`config.mk`:
```
export PLATFORM = sky130hd
export DESIGN_NAME = dcd_decode
export DESIGN_NICKNAME = d
export VERILOG_FILES = /design/src/core/dcd_pkg.sv /design/src/core/dcd_sync.sv /design/src/core/dcd_decode.sv
export SDC_FILE = /design/constraint.sdc
export NUM_CORES = 1
export LEC_CHECK = 0
export BUFFER_PORTS_ARGS = -buffer_cell sky130_fd_sc_hd__buf_2
export CELL_PAD_IN_SITES_DETAIL_PLACEMENT = 1
export CELL_PAD_IN_SITES_GLOBAL_PLACEMENT = 1
export CORE_ASPECT_RATIO = 1.25
export CORE_MARGIN = 1
export CORE_UTILIZATION = 35
export CTS_CLUSTER_DIAMETER = 60
export DETAILED_ROUTE_END_ITERATION = 12
export GPL_TIMING_DRIVEN = 1
export PLACE_DENSITY = 0.67
export SYNTH_ARGS = -nofsm -noshare
export SYNTH_HDL_FRONTEND = slang
export SYNTH_SLANG_ARGS = --single-unit
```
`constraint.sdc`:
```
create_clock -name clk -period 2.46 [get_ports clk]
set_clock_uncertainty 0.1 [all_clocks]
set_input_delay 0.492 -clock clk [delete_from_list [all_inputs] [get_ports clk]]
set_output_delay 0.492 -clock clk [all_outputs]
set_load 0.1 [all_outputs]
```
`src/core/dcd_pkg.sv`:
```
package dcd_pkg;
   // command line encoding {cs_n, ras_n, cas_n, we_n}
   localparam logic [3:0] CMD_NOP   = 4'h7;
   localparam logic [3:0] CMD_RDWR  = 4'h5;
   localparam logic [3:0] CMD_WR    = 4'h4;
   localparam logic [3:0] CMD_ACT   = 4'h3;
   localparam logic [3:0] CMD_PRE   = 4'h2;
   localparam logic [3:0] CMD_REF   = 4'h1;
   localparam logic [3:0] CMD_MRS   = 4'h0;
   localparam logic [3:0] CMD_ZQ    = 4'h6;
   // address bit positions
   localparam int AP_BIT = 10;
   localparam int BC_BIT = 12;
   // read-to-data latency, fastest bin, in picoseconds
   localparam int TAA_MIN_PS = 13910;
   localparam int TAA_MAX_PS = 20000;
   localparam int CLK_PS     = 40000;
   // least time rounds up, longest rounds down; neither below one cycle
   localparam int TAA_MIN_CYC_RAW = (TAA_MIN_PS + CLK_PS - 1) / CLK_PS;
   localparam int TAA_MAX_CYC_RAW = TAA_MAX_PS / CLK_PS;
   localparam int TAA_MIN_CYC = (TAA_MIN_CYC_RAW < 1) ? 1 : TAA_MIN_CYC_RAW;
   localparam int TAA_MAX_CYC = (TAA_MAX_CYC_RAW < 1) ? 1 : TAA_MAX_CYC_RAW;
   localparam logic [3:0] RD_LAT = 4'(TAA_MIN_CYC);
   // burst lengths in beats
   localparam logic [3:0] BEATS_BL8 = 4'h8;
   localparam logic [3:0] BEATS_BC4 = 4'h4;
   typedef enum logic [3:0] {
      DCD_DESELECT, DCD_NOP, DCD_READ, DCD_WRITE, DCD_ACTIVATE, DCD_PRECHARGE,
      DCD_MRS, DCD_REFRESH, DCD_SR_ENTER, DCD_SR_EXIT, DCD_PD_ENTER, DCD_PD_EXIT,
      DCD_ZQ, DCD_ILLEGAL
   } dcd_cmd_type;
endpackage : dcd_pkg

```
`src/core/dcd_sync.sv`:
```
`timescale 1ns/10ps
`default_nettype none
// two-flop synchroniser for pins from outside the clock domain
module dcd_sync
   import dcd_pkg::*;
#(
   parameter int WIDTH = 1
) (
   input  wire logic             clk,
   input  wire logic             nrst,
   input  wire logic [WIDTH-1:0] din,
   output var  logic [WIDTH-1:0] dout
);
   logic [WIDTH-1:0] meta_ff;

   // first stage is read only by the second stage
   always_ff @(posedge clk or negedge nrst) begin
      if (!nrst) begin
         meta_ff <= '0;
         dout    <= '0;
      end else begin
         meta_ff <= din;
         dout    <= meta_ff;
      end
   end
endmodule // dcd_sync
`default_nettype wire

```
`src/core/dcd_decode.sv`:
```
// Overview of operation
// decode command at link clock rising edge
// read encoding; A10 selects auto-precharge
// write encoding; A10 selects auto-precharge
// on-the-fly A12 picks chop or eight
// bank lines pick bank or mode register
// active-low reset acts asynchronously only
// bursts run to completion, never interrupted
// no refresh performed during power-down
// termination ignored in decode and self-refresh
// self-refresh exits asynchronously on enable rise
// controller waits 512 clocks before write
// no-op never ends running burst
// chip select high acts as no-op
// controller honours activate-to-column delay
// controller honours bank open time limits
// controller honours activate-to-activate spacing
// read data no earlier than latency
// controller picks period meeting both latencies
// latency rounds up to supported setting
// controller never programs reserved latency
// latency 13 only in fastest bin
// latency 5 allowed period 3.0-3.3ns
// only no-op while enable changes
// self-refresh entry only when idle
// only no-op during self-refresh exit
`timescale 1ns/10ps
`default_nettype none
module dcd_decode
   import dcd_pkg::*;
(
   input  wire logic        clk,
   input  wire logic        nrst,
   input  wire logic        ck_pin,
   input  wire logic        cke_pin,
   input  wire logic        cs_n_pin,
   input  wire logic        ras_n_pin,
   input  wire logic        cas_n_pin,
   input  wire logic        we_n_pin,
   input  wire logic [2:0]  ba_pin,
   input  wire logic [15:0] addr_pin,
   input  wire logic        odt_pin,
   input  wire logic        otf_en,
   input  wire logic        fixed_bc4,
   output var  logic        cmd_valid,
   output var  dcd_cmd_type cmd_code,
   output var  logic [2:0]  cmd_bank,
   output var  logic [15:0] cmd_addr,
   output var  logic        cmd_auto_pre,
   output var  logic        cmd_chop,
   output var  logic        burst_active,
   output var  logic        rd_data_go,
   output var  logic        self_refresh,
   output var  logic        power_down,
   output var  logic        refresh_go,
   output var  logic        odt_active
);
   localparam int PW = 26;

   logic [PW-1:0]  pin_vec;
   logic [PW-1:0]  pin_s;
   logic           ck_s;
   logic           cke_s;
   logic           cs_n_s;
   logic           ras_n_s;
   logic           cas_n_s;
   logic           we_n_s;
   logic [2:0]     ba_s;
   logic [15:0]    addr_s;
   logic           odt_s;
   logic           ck_prev_ff;
   logic [1:0]     ck_fill_ff;
   logic           ck_rise;
   logic           cke_prev_ff;
   logic           in_sr_ff;
   logic           in_pd_ff;
   logic [3:0]     beats_ff;
   logic [3:0]     lat_ff;
   logic           lat_run_ff;
   logic [3:0]     pend_beats_ff;
   dcd_cmd_type    dec;
   logic           is_chop;

   assign pin_vec = {ck_pin, cke_pin, cs_n_pin, ras_n_pin, cas_n_pin, we_n_pin,
                     ba_pin, addr_pin, odt_pin};

   // every pin crosses into clk through two flops
   dcd_sync #(.WIDTH(PW)) u_sync (
      .clk  (clk),
      .nrst (nrst),
      .din  (pin_vec),
      .dout (pin_s)
   );

   assign {ck_s, cke_s, cs_n_s, ras_n_s, cas_n_s, we_n_s, ba_s, addr_s, odt_s} = pin_s;

   // link clock edge detect on the synchronised copy; the sync stages show reset zeros
   // for two clocks, so the previous level is pinned high until they fill, else a link
   // clock parked high would give a false edge after every reset
   always_ff @(posedge clk or negedge nrst) begin
      if (!nrst) begin
         ck_fill_ff <= 2'h0;
         ck_prev_ff <= 1'b1;
      end else begin
         ck_fill_ff <= {ck_fill_ff[0], 1'b1};
         ck_prev_ff <= ck_fill_ff[1] ? ck_s : 1'b1;
      end
   end
   assign ck_rise = ck_s & ~ck_prev_ff;

   // command decode from cs/ras/cas/we and both enable levels; odt plays no part
   function automatic dcd_cmd_type decode_cmd(input logic ke_prev, input logic ke_now,
                                              input logic [3:0] lines, input logic sr_now);
      dcd_cmd_type r;
      r = DCD_ILLEGAL;
      if (!ke_prev && ke_now) begin
         r = (lines[3] || lines == CMD_NOP) ? ((sr_now) ? DCD_SR_EXIT : DCD_PD_EXIT) : DCD_ILLEGAL;
      end else if (!ke_prev) begin
         r = DCD_NOP;                                  // held low: pins are don't care
      end else if (!ke_now) begin
         if (!lines[3] && lines == CMD_REF) r = DCD_SR_ENTER;
         else if (lines[3] || lines == CMD_NOP) r = DCD_PD_ENTER;
      end else if (lines[3]) begin
         r = DCD_DESELECT;
      end else begin
         unique case (lines[2:0])
            CMD_NOP[2:0]:  r = DCD_NOP;
            CMD_RDWR[2:0]: r = DCD_READ;
            CMD_WR[2:0]:   r = DCD_WRITE;
            CMD_ACT[2:0]:  r = DCD_ACTIVATE;
            CMD_PRE[2:0]:  r = DCD_PRECHARGE;
            CMD_REF[2:0]:  r = DCD_REFRESH;
            CMD_MRS[2:0]:  r = DCD_MRS;
            CMD_ZQ[2:0]:   r = DCD_ZQ;
         endcase
      end
      return r;
   endfunction

   // state is an argument so the assignment re-evaluates when it changes
   assign dec = decode_cmd(cke_prev_ff, cke_s, {cs_n_s, ras_n_s, cas_n_s, we_n_s}, in_sr_ff);

   // chop chosen by A12 when on-the-fly, else by the fixed mode
   assign is_chop = otf_en ? ~addr_s[BC_BIT] : fixed_bc4;

   // previous enable level, sampled only at link edges
   always_ff @(posedge clk or negedge nrst) begin
      if (!nrst) begin
         cke_prev_ff <= 1'b0;
      end else if (ck_rise) begin
         cke_prev_ff <= cke_s;
      end
   end

   // self-refresh exit follows the enable level itself, not a link edge
   always_ff @(posedge clk or negedge nrst) begin
      if (!nrst) begin
         in_sr_ff <= 1'b0;
      end else if (cke_s && in_sr_ff) begin
         in_sr_ff <= 1'b0;
      end else if (ck_rise && dec == DCD_SR_ENTER) begin
         in_sr_ff <= 1'b1;
      end
   end

   // power-down state tracking
   always_ff @(posedge clk or negedge nrst) begin
      if (!nrst) begin
         in_pd_ff <= 1'b0;
      end else if (ck_rise) begin
         if (dec == DCD_PD_ENTER) in_pd_ff <= 1'b1;
         else if (dec == DCD_PD_EXIT) in_pd_ff <= 1'b0;
      end
   end

   // decoded command register, one clk pulse per link edge
   always_ff @(posedge clk or negedge nrst) begin
      if (!nrst) begin
         cmd_valid    <= 1'b0;
         cmd_code     <= DCD_DESELECT;
         cmd_bank     <= 3'h0;
         cmd_addr     <= 16'h0;
         cmd_auto_pre <= 1'b0;
         cmd_chop     <= 1'b0;
      end else begin
         cmd_valid <= ck_rise;
         if (ck_rise) begin
            cmd_code     <= dec;
            cmd_bank     <= ba_s;
            cmd_addr     <= addr_s;
            cmd_auto_pre <= addr_s[AP_BIT];
            cmd_chop     <= is_chop;
         end
      end
   end

   // burst beats count at link edges; nothing but reset stops them
   always_ff @(posedge clk or negedge nrst) begin
      if (!nrst) begin
         beats_ff <= 4'h0;
      end else if (ck_rise) begin
         if (dec == DCD_WRITE && beats_ff == 4'h0) begin
            beats_ff <= is_chop ? BEATS_BC4 : BEATS_BL8;
         end else if (beats_ff != 4'h0) begin
            beats_ff <= beats_ff - 4'h1;
         end else if (lat_run_ff && lat_ff == 4'h1) begin
            beats_ff <= pend_beats_ff;
         end
      end
   end
   assign burst_active = (beats_ff != 4'h0);

   // read latency: data starts only after the minimum link clocks
   always_ff @(posedge clk or negedge nrst) begin
      if (!nrst) begin
         lat_ff        <= 4'h0;
         lat_run_ff    <= 1'b0;
         pend_beats_ff <= 4'h0;
      end else if (ck_rise) begin
         if (dec == DCD_READ && !lat_run_ff && beats_ff == 4'h0) begin
            lat_ff        <= RD_LAT;
            lat_run_ff    <= 1'b1;
            pend_beats_ff <= is_chop ? BEATS_BC4 : BEATS_BL8;
         end else if (lat_run_ff) begin
            lat_ff     <= lat_ff - 4'h1;
            lat_run_ff <= (lat_ff != 4'h1);
         end
      end
   end

   // single pulse when first read data may leave
   always_ff @(posedge clk or negedge nrst) begin
      if (!nrst) begin
         rd_data_go <= 1'b0;
      end else begin
         rd_data_go <= ck_rise && lat_run_ff && lat_ff == 4'h1;
      end
   end

   // refresh runs only when awake; power-down suppresses it
   always_ff @(posedge clk or negedge nrst) begin
      if (!nrst) begin
         refresh_go <= 1'b0;
      end else begin
         refresh_go <= ck_rise && dec == DCD_REFRESH && !in_pd_ff;
      end
   end

   // termination is off from one clk after self-refresh starts until one clk after it ends
   always_ff @(posedge clk or negedge nrst) begin
      if (!nrst) begin
         odt_active <= 1'b0;
      end else begin
         odt_active <= odt_s && !in_sr_ff;
      end
   end

   assign self_refresh = in_sr_ff;
   assign power_down   = in_pd_ff;

   // a running burst keeps counting across no-ops
   a_burst_no_stop: assert property (@(posedge clk) disable iff (!nrst)
      (ck_rise && beats_ff > 4'h1) |=> beats_ff == $past(beats_ff) - 4'h1)
      else $error("burst count stopped or skipped");

   // read data waits the full latency
   a_rd_latency: assert property (@(posedge clk) disable iff (!nrst)
      (ck_rise && dec == DCD_READ && !lat_run_ff && beats_ff == 4'h0) |=> lat_ff == RD_LAT)
      else $error("read latency not loaded");

   // no refresh while powered down
   a_pd_no_refresh: assert property (@(posedge clk) disable iff (!nrst)
      $past(in_pd_ff) && in_pd_ff |-> !refresh_go)
      else $error("refresh during power-down");

   // termination inactive from the second clk of self-refresh on
   a_sr_no_odt: assert property (@(posedge clk) disable iff (!nrst)
      in_sr_ff ##1 in_sr_ff |-> !odt_active)
      else $error("odt active in self-refresh");

   // self-refresh ends within one clk of enable rising
   a_sr_exit_async: assert property (@(posedge clk) disable iff (!nrst)
      (in_sr_ff && cke_s) |=> !in_sr_ff)
      else $error("self-refresh exit stalled");

   // chip select high decodes as deselect
   a_cs_deselect: assert property (@(posedge clk) disable iff (!nrst)
      (ck_rise && cke_s && cke_prev_ff && cs_n_s) |=> cmd_valid && cmd_code == DCD_DESELECT)
      else $error("deselect not decoded");

   // auto-precharge follows A10 on column commands
   a_ap_bit: assert property (@(posedge clk) disable iff (!nrst)
      (ck_rise && (dec == DCD_READ || dec == DCD_WRITE)) |=> cmd_auto_pre == $past(addr_s[AP_BIT]))
      else $error("auto-precharge bit wrong");

   // bank follows bank lines
   a_bank_sel: assert property (@(posedge clk) disable iff (!nrst)
      ck_rise |=> cmd_bank == $past(ba_s))
      else $error("bank select wrong");

   // on-the-fly A12 low selects chop
   a_otf_chop: assert property (@(posedge clk) disable iff (!nrst)
      (ck_rise && otf_en && dec == DCD_WRITE) |=> cmd_chop == !$past(addr_s[BC_BIT]))
      else $error("chop select wrong");

   // write burst length loaded per chop
   a_write_len: assert property (@(posedge clk) disable iff (!nrst)
      (ck_rise && dec == DCD_WRITE && beats_ff == 4'h0) |=> beats_ff == (cmd_chop ? BEATS_BC4 : BEATS_BL8))
      else $error("write burst length wrong");
endmodule // dcd_decode
`default_nettype wire

```
After elaboration in Yosys (flattened, before gate mapping)
Memories as Yosys holds them, arrays and structs flattened.
Index checks and enable logic that the tools add are counted.
{"block": "totals", "mem_bits_ro": 32, "in_bits": 30, "ff_bits": 100, "out_inout_bits": 32, "n_memories": 1}
{"memory": "(no name shown)", "depth": 8, "width": 4, "rd": 1, "rd_clocked_by_memory_dff": 0, "wr": 0, "line": "dcd_decode.sv:126", "source": "unique case (lines[2:0])"}
{"block": "op_classes", "addsub": 2, "eq_ne": 10, "bitwise": 3, "mux": 22, "n_reduce_logical": 29}
{"operator": "$mux 4", "count": 10}
{"operator": "$logic_and 1x1->1", "count": 13}
{"operator": "$eq 4x4->1 const B", "count": 3}
{"operator": "$mux 3", "count": 3}
{"operator": "$eq 4x1->1 const B", "count": 2}
{"operator": "$eq 4x2->1 const B", "count": 2}
{"operator": "$eq 4x3->1 const B", "count": 2}
{"operator": "$mux 1", "count": 8}
{"operator": "$reduce_and 2->1", "count": 4}
{"operator": "$sub 4x1->4 const B", "count": 2}
{"operator": "$reduce_bool 2->1", "count": 3}
{"operator": "$logic_not 1->1", "count": 5}
{"operator": "$logic_not 4->1", "count": 1}
{"operator": "$ne 4x1->1 const B", "count": 1}
{"operator": "$reduce_bool 4->1", "count": 1}
{"operator": "$reduce_bool 3->1", "count": 1}
{"operator": "$mux 2", "count": 1}
{"operator": "$not 1->1", "count": 2}
{"operator": "$and 1x1->1", "count": 1}
{"operator": "$logic_or 1x1->1", "count": 1}

Depth between registers and ports, before layout
{"block": "logic_depth", "depth_word": 12, "depth_mapped": 7, "depth_no_buf": 7}

Hierarchy
A second synthesis with hierarchy kept.
{"block": "unflattened", "hier_cells": 275, "area_unflattened_um2": 3429.5}
{"module": "dcd_decode", "seq_area_each_um2": 1127.3, "cells_each": 223, "area_each_um2": 2128.3, "n_inst": 1}
{"module": "dcd_sync", "seq_area_each_um2": 1301.2, "cells_each": 52, "area_each_um2": 1301.2, "n_inst": 1}

Least setup slack after synthesis
Ideal clock, no wire load.
{"block": "synth_timing", "path_kind": "register to register", "from": "reg beats_ff[0]", "to": "reg pend_beats_ff[2]", "setup_ns": 0.125, "path_buffers": 0, "path_stages_with_launch": 8, "arrival_ns": 2.270, "synth_period_minus_slack_ns": 2.495, "path_slack_ns": -0.035, "required_ns": 2.235, "path_cell_list": "dfrtp_1 inv_1 ha_1 nor3b_4 inv_1 nor3_1 nand4_4 mux2_4"}
{"block": "synth_between", "elab_chain_len": 3}
{"element": "start: declaration", "line": "dcd_decode.sv:77", "source": "logic [3:0] beats_ff;"}
{"element": "start signal: assignment", "line": "dcd_decode.sv:203", "source": "beats_ff <= is_chop ? BEATS_BC4 : BEATS_BL8;"}
{"element": "start signal: assignment", "line": "dcd_decode.sv:205", "source": "beats_ff <= beats_ff - 4'h1;"}
{"element": "start signal: assignment", "line": "dcd_decode.sv:207", "source": "beats_ff <= pend_beats_ff;"}
{"element": "$logic_not 4->1", "line": "dcd_decode.sv:220", "source": "if (dec == DCD_READ && !lat_run_ff && beats_ff == 4'h0) begin"}
{"element": "$logic_and 1x1->1", "line": "dcd_decode.sv:220"}
{"element": "$reduce_and 2->1 (no source line)"}
{"element": "end signal: assignment", "line": "dcd_decode.sv:223", "source": "pend_beats_ff <= is_chop ? BEATS_BC4 : BEATS_BL8;"}
{"element": "end: declaration", "line": "dcd_decode.sv:80", "source": "logic [3:0] pend_beats_ff;"}
No other way between the ends.
A chain may end at the register's enable or synchronous reset.

Final worst setup path
{"block": "layout_timing", "from": "reg beats_ff[0]", "to": "out burst_active"}
{"block": "layout_between", "elab_chain_len": 1}
{"element": "$reduce_bool 4->1", "line": "dcd_decode.sv:211", "source": "assign burst_active = (beats_ff != 4'h0);"}
{"element": "end: declaration", "line": "dcd_decode.sv:51", "source": "output var logic burst_active,"}
No other way between the ends.

==> impl_metrics.tcl <==
set metrics [dict create \
    outcome "completed" \
    cts_max_path_buffers 2 \
    final.min_clock_period_ps 2313 \
    startpoint_type "flip-flop" \
    postRouteAntennaNets 0 \
    syn-instance-count 274 \
    routabilityCongestion 0.7422 \
    avgViaCountPerCell 4.596 \
    clk_pin_slew_ps 70 \
    synth_nets 310 \
    syn_area_per_cell_um2 12.52 \
    n_antenna_cell 0 \
    setup_slack_ps 147.1 \
    fin_nets 380 \
    dieWidth_um 90.54 \
    fillerInstances 1043 \
    ir_drop_v 0.0004389 \
    crit_type "reg -> out" \
    numClockSinks 97 \
    wl_um 6789 \
    layout_commonest_cell "dfrtp_1" \
    fin_crit_sh 0.9402 \
    route.detailed.wl_per_inst_um 14.29 \
    muxShareOfSynthArea 0.01788 \
    yosys.cell_types.count 49 \
    drcViolationCount 0 \
    antenna_found_initial 0 \
    area_delta_synth_final_pct 23.06 \
    start_util 0.3588 \
    synth-compound-area-share 0.06822 \
    synth-simple-area-share 0.1514 \
    vias 2183 \
    hold_violations 0 \
    die_h_um 112.7 \
    hold_class "in -> reg" \
    arrival_ps 1720 \
    gr-total-overflow 0 \
    setup_tns_ps 0 \
    critPathSlowestCell "dfrtp_1" \
    place_hpwl_um 4688 \
    worst_ep_required_time_ps 1870 \
    fin_util 0.4415 \
    syn_area_um2 3430 \
    rsz0062_at_grt "false" \
    critPathCaptureType "output port" \
    fp.dieArea_um2 10200 \
    clk_latency_ps 340 \
    synth-seq-area-share 0.7081 \
    core_area_um2 9559 \
    synth_top_family_by_area "simple AND/OR/NAND/NOR gates" \
    synthXorXnorAreaFrac 0.007661 \
    placement.io_buffers 61 \
    crit_fanout 4 \
    drv_cap 0 \
    ys_seq_elements 97 \
    synth_adder_area_share 0.02189 \
    fmaxAchievable_ghz 0.4324 \
    grt_first_pass_wirelength_um 11650 \
    drive_above_1_share 0.2951 \
    async_reset_ff_frac 1.000 \
    p_leak_nw 2.103 \
    place_ws_ps 202.0 \
    dr.pass1.iters 4 \
    grt_max_degree 52 \
    rrSetupSlack_ps 210 \
    cp_top_family "buffers and inverters" \
    fin_total_pwr_mw 4.232 \
    final_cell_mix "dfrtp_1, nand2_1, buf_2" \
    grt_pass1_vias 2341 \
    yosys_most_used_dff "dfrtp_1" \
    h-tree-depth 3 \
    io_pins 62 \
    p_per_area_nw_per_um2 1003 \
    whs_ps 150.0 \
    cts_tree "built" \
    synth_warnings 0 \
    synth_edf_count 0 \
    final_max_slew_viol_count 0 \
    fp-row-count 40 \
    grt.total_usage 0.1506 \
    clk_root_buffer_cell "clkbuf_16" \
    initialDrtViolationCount 68 \
    max_stage_delay_ps 410 \
    final-setup-viol-count 0 \
    cts_buffers 9 \
    crit_chain "inv_1 -> ha_2 -> nor3b_4 -> clkinvlp_4 -> buf_2" \
    worst-path-buf-inv 3 \
]
-- power by group --
part           leakage (nW)  total [mW]  switching, mW  internal, mW
logic                 0.801        1.05          0.825         0.220
registers              1.17        1.88          0.121          1.76
clock network         0.132        1.31          0.612         0.694
total                  2.10        4.23           1.56          2.67
-- state kept, by name, indices dropped and copies added (netlist names), 2 cells and up --
| signal | flops |
|---|---|
| beats_ff | 4 |
| ck_fill_ff | 2 |
| cmd_addr | 16 |
| cmd_bank | 3 |
| cmd_code | 4 |
| lat_ff | 4 |
| pend_beats_ff | 2 |
| u_sync.dout | 26 |
| u_sync.meta_ff | 26 |
-- per-stage QoR --
stage	cells	cell area [um2]
2_1_floorplan	274	3447
3_3_place_gp	457	3923
3_5_place_dp	457	3923
4_1_cts	475	4220
5_1_grt	475	4220
6_report	475	4220
-- routing by layer --
metal | global-route usage | part of all wire | vias up
met5 | 0 | 0 | -
met4 | 0.06129 | 0.016 | 0
met3 | 0.05014 | 0.038 | 8
met2 | 0.2490 | 0.51 | 40
met1 | 0.1807 | 0.43 | 1107
li1 | - | - | 1028
-- final cells by class --
cell class	count	area (um2)	area share
clock buffer	9	225.2	0.05336
clock inverter	7	55.05	0.01304
inverter	11	45.04	0.01067
multi-input combinational	157	933.4	0.2212
sequential	97	2429	0.5755
tap	126	157.7	0.03736
timing repair buffer	68	375.4	0.08894
-- synthesized netlist by cell type, types with 2 or more instances --
cell type  count  share of area
a21oi_1        5         0.0073
dfrtp_1       96           0.70
o21ai_0        5         0.0073
ha_1           6          0.022
a31oi_1        2         0.0036
clkbuf_1       6         0.0066
mux2_4         2         0.0088
nor3_1         3         0.0044
nand2b_1       2         0.0036
nor2_1        11          0.012
o31ai_1        5          0.011
xnor2_1        2         0.0051
a21o_2         2         0.0051
clkbuf_2       2         0.0029
inv_1         10          0.011
a31o_2         3         0.0077
nand2_1       78          0.085
a21o_1         2         0.0044
mux2i_1        2         0.0058
-- worst register-to-register path, cell delays in order (launching register included) --
cell	delay (ps)
dfrtp_1	380
inv_1	60
ha_1	340
xor2_1	180
o31ai_1	80
a31oi_1	400
nand4_4	260
mux2_4	350
-- cell families (layout without fill, tap and decap cells) --
group,Yosys count,count (layout)
buf+inv,20,95
fa+ha+maj,6,6
mux,5,5
other cells,1,1
simple gates,111,111
compound gates,31,31
flops,97,97
xor+xnor,3,3
-- path summary, 6_finish.rpt --
| kind | depth (start not counted) | start | end |
|---|---|---|---|
| worst max-delay path | 5 | beats_ff[0]$_DFFE_PN0P_ | burst_active |
| worst min-delay path | 1 | addr_pin[9] | u_sync.meta_ff[10]$_DFF_PN0_ |
| worst max register to register | 7 | u_sync.dout[20]$_DFF_PN0_ | pend_beats_ff[3]$_DFFE_PN0P_ |
| worst min register to register | 0 | u_sync.meta_ff[24]$_DFF_PN0_ | u_sync.dout[24]$_DFF_PN0_ |
| max in group asynchronous | 3 | nrst | ck_prev_ff$_DFF_PN1_ |
| min in group asynchronous | 2 | nrst | lat_ff[1]$_DFFE_PN0P_ |
-- timing repair --
item                                   CTS  global route
endpoints found under the hold margin   17             0
hold buffers                             1             0
resized for setup                        0             0
setup buffers                            1             0
setup endpoints to repair                1             0
No activity file was read; power rests on OpenSTA's default activity.
